===== src/kbc_consts.svh =====
// constants for the keyboard-controller status and fast gate/reset block
`ifndef KBC_CONSTS_SVH
`define KBC_CONSTS_SVH

// ==========================================
// host i/o addresses
`define KBC_DATA_ADDR      16'h0060
`define KBC_CMD_ADDR       16'h0064
`define FAST_PORT_ADDR     16'h0092
`define HOST_ADDR_BIT2_POS 2

// ==========================================
// status register fields and reset
`define STAT_CMD_POS       3
`define STAT_IN_FULL_POS   1
`define STAT_OUT_FULL_POS  0
`define STAT_RESET         8'h00

// ==========================================
// fast port fields and reset
`define FAST_RESET         8'h24
`define FAST_READ_MASK     8'h03
`define FAST_READ_FIXED    8'h24
`define FAST_GATE_POS      1
`define FAST_RST_POS       0
`define FAST_EN_POS        2

// ==========================================
// timing of the alternate reset pulse
`define CLOCK_NS           40
`define ALT_DELAY_NS       14000
`define ALT_PULSE_NS       6000
`define ALT_DELAY_CYCLES   ((`ALT_DELAY_NS + `CLOCK_NS - 1) / `CLOCK_NS)
`define ALT_PULSE_CYCLES   ((`ALT_PULSE_NS + `CLOCK_NS - 1) / `CLOCK_NS)

`endif


===== src/kbc_pkg.sv =====
// types shared by the keyboard-controller status and fast gate/reset block
`default_nettype none
package kbc_pkg;

  // one host i/o cycle
  typedef struct packed {
    logic        rd;
    logic        wr;
    logic [15:0] addr;
    logic [7:0]  wdata;
  } host_req_t;

  // one microcontroller access
  typedef struct packed {
    logic       status_wr;
    logic [7:0] status_wdata;
    logic       out_buf_wr;
    logic [7:0] out_buf_wdata;
    logic       in_buf_rd;
  } mcu_req_t;

  // alternate reset sequencer states
  typedef enum logic [1:0] {
    alt_idle,
    alt_delay,
    alt_pulse,
    alt_spent
  } alt_state_t;

endpackage
`default_nettype wire


===== src/alt_reset_pulser.sv =====
// one-shot delayed low pulse for the alternate cpu reset
`default_nettype none
`include "kbc_consts.svh"
module alt_reset_pulser
  import kbc_pkg::*;
#(
  parameter int DELAY_CYCLES = `ALT_DELAY_CYCLES,
  parameter int PULSE_CYCLES = `ALT_PULSE_CYCLES
) (
  input  wire logic clock_in,
  input  wire logic reset_in,
  input  wire logic arm_in,
  output var  logic alt_cpu_reset_n_out
);

  alt_state_t  state;
  logic [15:0] count;

  // ==========================================
  // sequencer: wait, pulse, then hold until disarmed
  always_ff @(posedge clock_in) begin
    if (reset_in) begin
      state <= alt_idle;
      count <= 16'h0000;
    end else begin
      unique case (state)
        alt_idle: begin
          count <= 16'h0000;
          if (arm_in) begin
            state <= alt_delay;
          end
        end
        alt_delay: begin
          count <= count + 16'h0001;
          if (count == 16'(DELAY_CYCLES - 1)) begin
            state <= alt_pulse;
            count <= 16'h0000;
          end
        end
        alt_pulse: begin
          count <= count + 16'h0001;
          if (count == 16'(PULSE_CYCLES - 1)) begin
            state <= alt_spent;
          end
        end
        alt_spent: begin
          if (!arm_in) begin
            state <= alt_idle;
          end
        end
      endcase
    end
  end

  // low only while pulsing
  always_ff @(posedge clock_in) begin
    if (reset_in) begin
      alt_cpu_reset_n_out <= 1'b1;
    end else begin
      alt_cpu_reset_n_out <= !(state == alt_delay && count == 16'(DELAY_CYCLES - 1))
                             && !(state == alt_pulse && count != 16'(PULSE_CYCLES - 1));
    end
  end

endmodule
`default_nettype wire


===== src/kbc_status_fast_gate_reset.sv =====
// keyboard-controller host status flags with fast gate and reset port
//
// Overview of operation
// status byte holds command flag bit 3, input full bit 1, output full bit 0.
// status byte clears to zero on system reset.
// host reads status only; microcontroller reads and writes it.
// host input write loads command flag from host address bit 2.
// host input write sets input full, raising the enabled input interrupt.
// microcontroller input read clears input full and its interrupt.
// microcontroller output write sets output full; host output read clears it.
// supplied reset lasts at least 24 reference clock periods.
// fast port at 92h answers only while enable bit 2 is set.
// fast port resets to 24h; reserved bits read fixed 00,1,0,0,1.
// fast port bit 1 sets the alternate gate level directly.
// writing bit 0 as 1 pulses alternate reset low after a delay.
// one pulse per arming; bit 0 must return to 0 first.
// system reset clears bit 0, leaving alternate reset high.
// alternate reset is ANDed with controller reset, polarity selectable.
// address-20 mask low only when gate port bit and alternate gate low.
// system reset drives the alternate gate low.
// data address write clears command flag; command address write sets it.
// disabled fast port ignores writes and does not claim reads.
`default_nettype none
`include "kbc_consts.svh"
module kbc_status_fast_gate_reset
  import kbc_pkg::*;
#(
  parameter int DELAY_CYCLES = `ALT_DELAY_CYCLES,
  parameter int PULSE_CYCLES = `ALT_PULSE_CYCLES
) (
  input  wire logic       clock_in,
  input  wire logic       reset_in,
  input  wire host_req_t  host_in,
  input  wire mcu_req_t   mcu_in,
  input  wire logic       input_full_irq_en_in,
  input  wire logic [7:0] fast_reset_gate_cfg_in,
  input  wire logic       kbc_gate_port_bit_in,
  input  wire logic       kbc_reset_n_in,
  input  wire logic       reset_polarity_in,
  output var  logic [7:0] host_rdata_out,
  output var  logic       host_claim_out,
  output var  logic [7:0] mcu_status_out,
  output var  logic [7:0] cpu_data_buffer_out,
  output var  logic [7:0] mcu_in_buf_out,
  output var  logic       input_full_irq_n_out,
  output var  logic       aux_interrupt_out,
  output var  logic       alt_gate_line_out,
  output var  logic       alt_cpu_reset_n_out,
  output var  logic       keyboard_reset_out,
  output var  logic       cpu_addr20_mask_n_out
);

  logic [7:0] status;
  logic [7:0] fast_port;
  logic       alt_rst_n;
  logic       host_in_wr;
  logic       host_out_rd;
  logic       fast_hit;
  logic       fast_en;

  // ==========================================
  // address decode
  function automatic logic is_addr(input logic [15:0] a, input logic [15:0] b);
    return a == b;
  endfunction

  assign fast_en     = fast_reset_gate_cfg_in[`FAST_EN_POS];
  assign host_in_wr  = host_in.wr && (is_addr(host_in.addr, `KBC_DATA_ADDR)
                       || is_addr(host_in.addr, `KBC_CMD_ADDR));
  assign host_out_rd = host_in.rd && is_addr(host_in.addr, `KBC_DATA_ADDR);
  assign fast_hit    = fast_en && is_addr(host_in.addr, `FAST_PORT_ADDR);

  // ==========================================
  // status flags
  status_flags u_status (
    .clock_in       (clock_in),
    .reset_in       (reset_in),
    .host_in_wr_in  (host_in_wr),
    .host_cmd_in    (host_in.addr[`HOST_ADDR_BIT2_POS]),
    .host_out_rd_in (host_out_rd),
    .mcu_in         (mcu_in),
    .status_out     (status)
  );

  // ==========================================
  // data buffers
  always_ff @(posedge clock_in) begin
    if (reset_in) begin
      cpu_data_buffer_out <= 8'h00;
      mcu_in_buf_out      <= 8'h00;
    end else begin
      if (mcu_in.out_buf_wr) begin
        cpu_data_buffer_out <= mcu_in.out_buf_wdata;
      end
      if (host_in_wr) begin
        mcu_in_buf_out <= host_in.wdata;
      end
    end
  end

  // ==========================================
  // fast port register, only bits 1:0 are storage
  always_ff @(posedge clock_in) begin
    if (reset_in) begin
      fast_port <= `FAST_RESET;
    end else if (host_in.wr && fast_hit) begin
      fast_port <= (host_in.wdata & `FAST_READ_MASK) | `FAST_READ_FIXED;
    end
  end

  // ==========================================
  // host read mux; status is read-only from the host side
  always_ff @(posedge clock_in) begin
    if (reset_in) begin
      host_rdata_out <= 8'h00;
      host_claim_out <= 1'b0;
    end else begin
      host_claim_out <= host_in.rd && (fast_hit
                        || is_addr(host_in.addr, `KBC_DATA_ADDR)
                        || is_addr(host_in.addr, `KBC_CMD_ADDR));
      if (host_in.rd && fast_hit) begin
        host_rdata_out <= (fast_port & `FAST_READ_MASK) | `FAST_READ_FIXED;
      end else if (host_in.rd && is_addr(host_in.addr, `KBC_CMD_ADDR)) begin
        host_rdata_out <= status;
      end else if (host_out_rd) begin
        host_rdata_out <= cpu_data_buffer_out;
      end else begin
        host_rdata_out <= 8'h00;
      end
    end
  end

  // ==========================================
  // alternate reset one-shot
  alt_reset_pulser #(
    .DELAY_CYCLES (DELAY_CYCLES),
    .PULSE_CYCLES (PULSE_CYCLES)
  ) u_pulser (
    .clock_in            (clock_in),
    .reset_in            (reset_in),
    .arm_in              (fast_port[`FAST_RST_POS]),
    .alt_cpu_reset_n_out (alt_rst_n)
  );

  // ==========================================
  // registered outputs
  always_ff @(posedge clock_in) begin
    if (reset_in) begin
      mcu_status_out        <= `STAT_RESET;
      input_full_irq_n_out  <= 1'b1;
      aux_interrupt_out     <= 1'b0;
      alt_gate_line_out     <= 1'b0;
      alt_cpu_reset_n_out   <= 1'b1;
      keyboard_reset_out    <= 1'b0;
      cpu_addr20_mask_n_out <= 1'b0;
    end else begin
      mcu_status_out        <= status;
      input_full_irq_n_out  <= !(input_full_irq_en_in && status[`STAT_IN_FULL_POS]);
      aux_interrupt_out     <= input_full_irq_en_in && status[`STAT_IN_FULL_POS];
      alt_gate_line_out     <= fast_port[`FAST_GATE_POS];
      alt_cpu_reset_n_out   <= alt_rst_n;
      keyboard_reset_out    <= (alt_rst_n && kbc_reset_n_in) ^ reset_polarity_in;
      cpu_addr20_mask_n_out <= kbc_gate_port_bit_in || fast_port[`FAST_GATE_POS];
    end
  end

endmodule
`default_nettype wire


===== src/status_flags.sv =====
// host status flags: command/data, input full and output full
`default_nettype none
`include "kbc_consts.svh"
module status_flags
  import kbc_pkg::*;
(
  input  wire logic       clock_in,
  input  wire logic       reset_in,
  input  wire logic       host_in_wr_in,
  input  wire logic       host_cmd_in,
  input  wire logic       host_out_rd_in,
  input  wire mcu_req_t   mcu_in,
  output var  logic [7:0] status_out
);

  logic [7:0] next_status;

  // ==========================================
  // user bits are software-owned; hardware flags have set priority
  always_comb begin
    next_status = status_out;
    if (mcu_in.status_wr) begin
      next_status = mcu_in.status_wdata;
    end
    if (mcu_in.in_buf_rd) begin
      next_status[`STAT_IN_FULL_POS] = 1'b0;
    end
    if (host_out_rd_in) begin
      next_status[`STAT_OUT_FULL_POS] = 1'b0;
    end
    if (host_in_wr_in) begin
      next_status[`STAT_IN_FULL_POS] = 1'b1;
      next_status[`STAT_CMD_POS]     = host_cmd_in;
    end
    if (mcu_in.out_buf_wr) begin
      next_status[`STAT_OUT_FULL_POS] = 1'b1;
    end
  end

  // status register, cleared by system reset
  always_ff @(posedge clock_in) begin
    if (reset_in) begin
      status_out <= `STAT_RESET;
    end else begin
      status_out <= next_status;
    end
  end

endmodule
`default_nettype wire

===== config.mk =====
export PLATFORM = sky130hd
export DESIGN_NAME = kbc_status_fast_gate_reset
export DESIGN_NICKNAME = d
export VERILOG_FILES = /design/src/kbc_pkg.sv /design/src/alt_reset_pulser.sv /design/src/kbc_status_fast_gate_reset.sv /design/src/status_flags.sv
export VERILOG_INCLUDE_DIRS = /design/src
export SDC_FILE = /design/constraint.sdc
export NUM_CORES = 1
export LEC_CHECK = 0
export ABC_CLOCK_PERIOD_IN_PS = 2700
export BUFFER_PORTS_ARGS = -buffer_cell sky130_fd_sc_hd__buf_2
export CAP_MARGIN = 10
export CORE_MARGIN = 1
export CORE_UTILIZATION = 40
export DETAILED_ROUTE_END_ITERATION = 16
export PLACE_DENSITY = 0.64
export SLEW_MARGIN = 15
export SYNTH_ARGS = -nofsm -noshare
export SYNTH_HDL_FRONTEND = slang
export SYNTH_SLANG_ARGS = --single-unit
export TNS_END_PERCENT = 20

===== constraint.sdc =====
create_clock -name clock_in -period 2.7 [get_ports clock_in]
set_input_delay 0.135 -clock clock_in [delete_from_list [all_inputs] [get_ports clock_in]]
set_output_delay 0.135 -clock clock_in [all_outputs]
set_load 0.02 [all_outputs]

==> metrics.txt, run 1 <==
outcome finished clean; Worst-Skew Late Latency approximately 0.34 ns; final setup vio count 0; largest net degree at the start of global routing 52; Slowest-stage cell, CP or4_4; worst min-delay path class input port to flip-flop; drt total wl between 6000 and 7000 um; Mapped Cells 309; critical path class flip-flop to flip-flop; RR Endpoint u_pulser.count[6]; filler cell count 646; Synth top cells by count dfxtp_1, mux2i_1, nor2_1; Post-Route Skew around 0.011 ns; vias around 2500; Starting Density 0.423; initial antenna violation count 0; Seq/Total Area, Yosys 0.463; CTS-repair resized insts 0; Routed wire per std cell 13.0 um; grt ovf 0; count of cell types in the netlist between 50 and 60; Post-CTS Hold Fix Bufs 0; RR Startpoint u_pulser.count[5]; crit path launch type flip-flop; drt pass-1 iters 4; RePlAce Congestion 0.736; Via-to-Cell Ratio 5.06; die area 7690 um^2; chip height 87.7 um; Final WS setup 0.654 ns; CTS sink count 68; ranking of synthesized cells by area dfxtp_1, mux2i_1, a21oi_1; I/O Pins 98; CP cell instances or4_4 > o41a_4 > o31ai_4 > buf_4 > nor2_2; max cap viols 0; Arr. time, crit path between 2 and 2.5 ns; share of cells above drive strength 1 0.334; fin. max-slew vios 0; multi-input logic area 1470 um^2; Pleak around 1.5 nW; Post-synth EDFFs 0; post-synth design cell area 2940 um^2; global-route wire length before repair 10600 um; unrepaired setup endpoints after global routing no; Rel. slew slack 0.661; hold path endpoint aux_interrupt_out; async set or reset register ratio after synthesis 0; pre-CTS setup slack 0.662 ns; number of global-route vias before repair 2350; synthesized flop and latch total around 70; TritonCTS clock tree yes; WHS Path Cells 2; post-CTS setup buffers 0; VDD IR max 0.000275 V; die width 87.7 um; setup slack, reg-to-reg around 0.65 ns; Main synth FF type dfxtp_1; Reg area 1360 um^2; yosys warns 0; Hold Violations, Final 0; FP Rows 30; Crit path max-delay family compound AO/OA/AOI/OAI gates; Worst setup startpoint u_pulser.count[5]; DP HPWL roughly 4700 um; H-tree depth 3; Reg2Reg Depth 5; Clock transition at path regs 0.07 ns; fin nets approximately 460; Port-buffer cells 90; worst slew pin tran slightly above 0.5 ns; most frequent cell after synthesis dfxtp_1; max incr delay on CP roughly 0.57 ns; Layout area overhead 24.9%; Iter 0 DRT Violations between 100 and 150; CP Data Required Time 2.93 ns; Num CTS Buffers 9; fin crit share 0.758; clk buf depth 2; Pwr per Cell Area just under 600 nW/um^2; CP max FO 11; Setup TNS Final 0 ns; utilization after layout 0.528; Syn Nets 375; Tot GR Track Use 0.182; hold wc startpoint input_full_irq_en_in; share of the synthesized area in the top cell type 0.463; Avg Cell Area, Syn 9.51 um^2; Ant. Diodes 0; cell taking the most area after synthesis dfxtp_1; fin crit period 2.05 ns; # DRC 0; fmax 489 MHz; Worst Setup End Kind flip-flop; core region area 6940 um^2; CTS root buf clkbuf_8; Bufs and invs on worst path 1; ANT nets after route 0
==> registers in the layout (all words and copies together) (netlist names), 2 cells and up <==
| name | count |
|---|---|
| cpu_data_buffer_out | 8 |
| mcu_status_out | 8 |
| host_rdata_out | 8 |
| fast_port | 2 |
| u_pulser.count | 16 |
| u_pulser.state | 2 |
| u_status.status_out | 8 |
| mcu_in_buf_out | 8 |
==> logic make-up after synthesis <==
family	count (synthesis)	synth area share
simple gates	119	0.233
flops	68	0.463
fa+ha+maj	7	0.0298
mux	26	0.0903
buf+inv	27	0.0371
compound gates	54	0.123
xor+xnor	8	0.0238
==> worst max-delay path by stage <==
stage               cells past startpoint                 end  slack [ns]
floorplan                               5   u_pulser.count[4]        0.80
global placement                        5  u_pulser.count[11]        0.69
detailed placement                      5  u_pulser.count[11]        0.66
CTS                                     5   u_pulser.count[6]        0.65
global route                            5  u_pulser.count[14]        0.57
finish                                  5   u_pulser.count[6]        0.65
==> routing by layer <==
metal  track usage  part of all wire  vias to the layer above  routed length, um
li1              -                 -                     1275                  -
met1         0.231              0.47                     1164               3040
met2         0.280              0.46                       66               2960
met3        0.0547             0.055                        9                356
met4        0.0909             0.018                        0                115
met5             0                 0                        -                  0
==> cell usage in the layout, fill, tap and decap left out, types with 2 or more instances in the layout <==
master,n
a211oi_1,2
a21oi_1,20
a21oi_2,3
a31oi_1,2
and2_1,3
and3_1,3
and4_1,2
and4b_1,2
buf_2,90
buf_4,4
clkbuf_8,10
clkinv_2,2
clkinvlp_4,2
dfxtp_1,68
ha_1,7
inv_1,9
mux2_2,4
mux2i_1,22
nand2_1,10
nand2b_1,4
nand3_1,20
nand4_1,5
nand4b_1,4
nor2_1,22
nor2_2,7
nor2b_1,9
nor3_1,8
nor4_1,4
o21ai_0,14
o21ai_1,2
or2_2,2
or3_1,5
xnor2_1,4
xor2_1,4
==> metrics by stage <==
stage	instances	total power (W)	area, um^2	hold slack (ns)
final	497	0.00217	3670	0.0191
after global routing	497	0.00227	3670	0.0219
after CTS	497	0.00219	3670	0.00788
after detailed placement	481	0.00136	3470	0.366
after global placement	481	0.00135	3470	0.369
after floorplan	309	0.00127	2940	0.251
==> power breakdown <==
part           switching (W)  total [W]  internal [W]
clock               0.000389   0.000838      0.000449
combinational       0.000152   0.000282      0.000130
sequential         0.0000205    0.00105       0.00103
total               0.000561    0.00217       0.00161
==> layout make-up <==
type / instances / share of cell area
multi-input cells: 214 / 0.401
flip-flops and latches: 68 / 0.371
repair buffers: 94 / 0.131
clock buffers: 10 / 0.0375
well taps: 96 / 0.0327
clock inverters: 6 / 0.0174
inverters: 9 / 0.00921
Power figures use the tool's default switching activity.
==> run 2, diff against run 1 <==
- ABC_CLOCK_PERIOD_IN_PS: 2700 -> 1700
- PLACE_DENSITY: 0.64 -> 0.66
- clock period: 2.7 -> 1.7 ns (I/O delays scaled with it)
==> run 2 against run 1 <==
The flow now finishes with violations (setup timing). Setup slack worse by 0.79 ns. Combinational power grew 96%. First-iteration DRC count shrank 8.3%. Sequential share of layout area down 4.2 points. Clock power grew 56%. Largest cell class unchanged.
==> metrics.txt, run 2 (same netlist as run 1, synthesis figures left out) <==
CP Data Required Time 1.93 ns (-1.00 ns); ANT nets after route 0 (unchanged); max FFs per register 16 (unchanged); worst min-delay path class input port to flip-flop; fmax 544 MHz (+11%); VDD IR max 0.000497 V (+81%); crit path launch type flip-flop; initial antenna violation count 0 (unchanged); final setup vio count 17 (+17); # DRC 0 (unchanged); share of cells above drive strength 1 0.376 (+0.0417); TritonCTS clock tree yes; Worst Setup End Kind flip-flop; commonest cells after routing, fill and taps aside buf_2, dfxtp_1, buf_4; commonest non-fill, non-tap cell in the layout buf_2; DP HPWL 5080 um (+7.4%); pre-CTS setup slack -0.123 ns (-0.784 ns); I/O Pins 98 (unchanged); drt total wl 7140 um (+10%); unrepaired setup endpoints after global routing yes; grt ovf 0 (unchanged); fin crit share 1.08 (+0.324); CTS root buf clkbuf_8; outcome finished, violations left; fin. max-slew vios 0 (unchanged); Hold Violations, Final 0 (unchanged); die width 87.7 um (unchanged); die area 7690 um^2 (unchanged); Pleak 1.81 nW (+18%); Worst-Skew Late Latency 0.34 ns (about the same); Final WS setup -0.139 ns (-0.793 ns); FP Rows 30 (unchanged); H-tree depth 3 (unchanged); Rel. slew slack 0.717 (+0.0558); Layout area overhead 41.2%; drt pass-1 iters 4 (unchanged); Num CTS Buffers 9 (unchanged); Pwr per Cell Area 850 nW/um^2 (+44%); Routed wire per std cell 13.0 um (-0.60%); RePlAce Congestion 0.742 (+0.77%); Arr. time, crit path 2.07 ns (-0.20 ns); vias 2744 (+9.1%); core region area 6940 um^2 (unchanged); worst slew pin tran 0.421 ns (-0.0876 ns); Starting Density 0.423 (unchanged); violated checks setup timing; Clock transition at path regs 0.07 ns (about the same); max cap viols 0 (unchanged); total chip power 0.00353 W (+62%); Iter 0 DRT Violations 100 (-8.3%); largest net degree at the start of global routing 34 (-35%); fin nets 516 (+12%); global-route wire length before repair 11400 um (+7.3%); Biggest register u_pulser.count; chip height 87.7 um (unchanged); clk buf depth 2 (unchanged); CP max FO 11 (unchanged); Port-buffer cells 90 (unchanged); Post-Route Skew 0.00695 ns (-0.00361 ns); CTS sink count 68 (unchanged); WHS Path Cells 3 (+1); Setup TNS Final -1.86 ns (-1.86 ns); filler cell count 612 (-5.3%); setup slack, reg-to-reg -0.14 ns (-0.79 ns); critical path class flip-flop to flip-flop; fin crit period 1.84 ns (-0.207 ns); Reg2Reg Depth 5 (unchanged); Ant. Diodes 0 (unchanged); Tot GR Track Use 0.192 (+0.0101); Via-to-Cell Ratio 4.98 (-1.5%); number of global-route vias before repair 2604 (+11%)
## run 2: path summary, 6_finish.rpt
check                        endpoint                          from
setup / recovery   u_pulser.count[11]            u_pulser.count[15]
hold / removal     keyboard_reset_out             reset_polarity_in
setup reg to reg   u_pulser.count[11]            u_pulser.count[15]
hold reg to reg   alt_cpu_reset_n_out  u_pulser.alt_cpu_reset_n_out
## run 2: per-stage QoR
step | std cells | hold WS [ns] | instance area, um^2 | util
2_1_floorplan | 309 | 0.201 | 2940 | -
3_3_place_gp | 514 | 0.303 | 3730 | 0.538
3_5_place_dp | 514 | 0.314 | 3730 | 0.538
4_1_cts | 551 | 0.000229 | 4140 | 0.597
5_1_grt | 551 | 0.00493 | 4150 | 0.597
6_report | 551 | 0.0122 | 4150 | 0.597
## run 2: worst max-delay path: stages (launching register included)
cell and delay [ns]:
dfxtp_2 0.33, or4_4 0.56, o41a_4 0.40, o31ai_4 0.22, buf_12 0.18, a21oi_1 0.04
## run 2: final cells by class
type                            count  area (um^2)  area share
Inverter                            9         33.8     0.00814
Sequential cell                    68         1360       0.329
Tap cell                           96          120      0.0290
Timing Repair Buffer              148          951       0.229
Multi-Input combinational cell    214         1490       0.359
Clock inverter                      6         63.8      0.0154
Clock buffer                       10          128      0.0308
## run 2: layer usage
layer  track usage  vias to the layer above  wire [um]
met2         0.319                       84       3390
met1         0.237                     1272       3260
met4        0.0775                        0        116
li1              -                     1376          -
met3        0.0500                       12        375
met5             0                        -          0
## run 2: power by group
| group | switching (W) | leakage, nW | internal, W |
|---|---|---|---|
| Sequential | 0.0000259 | 0.554 | 0.00164 |
| Combinational | 0.000271 | 1.17 | 0.000281 |
| Clock | 0.000633 | 0.0927 | 0.000678 |
## run 2: what timing repair did
item                                   in CTS  in global routing
pin swaps                                   5                  1
endpoints found under the hold margin      21                  0
setup endpoints to repair                  18                 18
gates resized for setup                     2                  1
hold buffers                               21                  0
setup buffers                               0                  0
==> run 3, diff against run 2 <==
- ABC_CLOCK_PERIOD_IN_PS: 1700 -> 1900
- PLACE_DENSITY: 0.66 -> 0.64
- clock period: 1.7 -> 1.9 ns (I/O delays scaled with it)
==> run 3 against run 2 <==
The run still ends with setup timing left. Fmax shrank 3.8%. Count of clock-buffer cells in the layout is the same. Design area shrank 0.63%. Clock skew grew 0.0026 ns. Combinational power shrank 11%. Die area is the same. Critical path depth is the same. Register-to-register slack gained 0.13 ns. Setup slack gained 0.13 ns. Global-route usage grew 0.35 points. Critical endpoint unchanged.
==> metrics.txt, run 3 (same netlist as run 1, synthesis figures left out) <==
chip height 87.7 um (unchanged); I/O Pins 98 (unchanged); die area 7690 um^2 (unchanged); H-tree depth 3 (unchanged); ANT nets after route 0 (unchanged); CP max FO 6 (-5); violated checks setup timing; number of global-route vias before repair 2527 (-3.0%); DP HPWL 5090 um (+0.13%); Via-to-Cell Ratio 4.94 (-0.70%); drt total wl 7130 um (about the same); largest net degree at the start of global routing 31 (-8.8%); Routed wire per std cell 13.1 um (+1.0%); Final WS setup -0.0112 ns (+0.128 ns); worst slew pin tran 0.436 ns (+0.0150 ns); # DRC 0 (unchanged); Clock transition at path regs 0.07 ns (about the same); TritonCTS clock tree yes; RePlAce Congestion 0.782 (+5.4%); crit path launch type flip-flop; Placed Instance Area 3630 um^2 (-2.9%); CTS sink count 68 (unchanged); share of cells above drive strength 1 0.359 (-0.0172); Arr. time, crit path 2.14 ns (+0.07 ns); clk buf depth 2 (unchanged); outcome finished, violations left; Worst Setup End Kind flip-flop; filler cell count 604 (-1.3%); critical path class flip-flop to flip-flop; grt ovf 0 (unchanged); drt pass-1 iters 4 (unchanged); Biggest register u_pulser.count; initial antenna violation count 0 (unchanged); CP Data Required Time 2.13 ns (+0.20 ns); fin crit period 1.91 ns (+0.0720 ns); wl on met1 3350 um (+2.9%); max FFs per register 16 (unchanged); Port-buffer cells 90 (unchanged); FP Rows 30 (unchanged); CTS root buf clkbuf_8; Layout area overhead 40.3%; Iter 0 DRT Violations 112 (+12%); Rel. slew slack 0.709 (-0.00743); max cap viols 0 (unchanged); commonest cells after routing, fill and taps aside buf_2, dfxtp_1, dlygate4sd3_1, buf_4; wire length on met3 343 um (-8.5%); Slowest-stage cell, CP or4_4; VDD IR max 0.000405 V (-19%); global-route wire length before repair 11500 um (+0.97%); metal2 WL 3330 um (-1.7%); Post-Route Skew 0.00960 ns (+0.00264 ns); unrepaired setup endpoints after global routing yes; Num CTS Buffers 9 (unchanged); commonest non-fill, non-tap cell in the layout buf_2; fin. max-slew vios 0 (unchanged); core region area 6940 um^2 (unchanged); die width 87.7 um (unchanged); top layer in use met4; Pleak 1.76 nW (-2.8%); Worst-Skew Late Latency 0.35 ns (about the same); max incr delay on CP 0.56 ns (about the same); multi-input logic area 1500 um^2 (+0.84%); final instance area 4120 um^2 (-0.63%); vias 2695 (-1.8%); Starting Density 0.423 (unchanged); fin crit share 1.01 (-0.0760); number of cells after detailed placement 502 (-2.3%); Hold Violations, Final 0 (unchanged); worst min-delay path class input port to flip-flop; Tot GR Track Use 0.195 (+0.00345); fmax 523 MHz (-3.8%); Pwr per Cell Area 763 nW/um^2 (-10%); CP cell instances or4_4 > o41a_4 > o31ai_4 > buf_6 > a21oi_1; fin nets 510 (-1.2%); Final Non-Filler Cells 545 (-1.1%); Ant. Diodes 0 (unchanged); Reg area 1360 um^2 (unchanged); final setup vio count 4 (-13)
-- run 3: cell types whose count changed in the layout (fill, tap and decap cells not counted), moves of 2 or more --
cell           before  now
buf_6               0    2
clkinv_4            0    2
dlygate4sd3_1      21   25
buf_4              36   25
-- run 3: area by class of cell --
type                            instances  share of cell area
Clock buffer                           10              0.0310
Inverter                                9             0.00819
Sequential cell                        68               0.331
Timing Repair Buffer                  142               0.221
Tap cell                               96              0.0291
Clock inverter                          6              0.0158
Multi-Input combinational cell        214               0.364
-- run 3: path summary, 6_finish.rpt --
path	end	from	cells past startpoint	slack (ns)
setup / recovery	u_pulser.count[11]	u_pulser.count[9]	5	-0.01
hold / removal	mcu_in_buf_out[0]	host_in[0]	3	0.01
setup reg to reg	u_pulser.count[11]	u_pulser.count[9]	5	-0.01
hold reg to reg	alt_cpu_reset_n_out	u_pulser.alt_cpu_reset_n_out	1	0.45
-- run 3: power by group --
part           internal, W  switching [W]  leakage (nW)
Clock             0.000606       0.000558        0.0962
Sequential         0.00147      0.0000245         0.554
Combinational     0.000253       0.000238          1.11
Total              0.00233       0.000821          1.76
-- run 3: worst max-delay path: cells and delay by family (launching register included) --
kind	cells	cell delay, ns
AOI/OAI and AO/OA	3	0.74
and+or+nand+nor	1	0.56
DFF	1	0.31
buffers and inverters	1	0.17
-- run 3: repair_timing --
item | 4_1_cts | 5_1_grt
setup buffers | 0 | 2
endpoints found under the hold margin | 24 | 0
pin swaps | 0 | 4
setup endpoints to repair | 1 | 16
gates resized for setup | 0 | 9
hold buffers | 25 | 0
-- run 3: routing by layer --
metal  vias to the layer above  track usage
met5                         -            0
met4                         0       0.0849
met3                        13       0.0528
met2                        66        0.311
met1                      1251        0.248
li1                       1365            -
-- run 3: metrics by stage --
step | setup slack, ns | util | total power (W) | TNS, ns | hold WS, ns
6_report | -0.0112 | 0.594 | 0.00315 | -0.0215 | 0.0137
4_1_cts | -0.00798 | 0.586 | 0.00317 | -0.00798 | 0.00195
3_5_place_dp | 0.00351 | 0.522 | 0.00197 | 0 | 0.329
2_1_floorplan | 0.00299 | - | 0.00180 | 0 | 0.211
5_1_grt | -0.0653 | 0.594 | 0.00330 | -0.543 | 0.0318
3_3_place_gp | 0.0235 | 0.522 | 0.00196 | 0 | 0.329
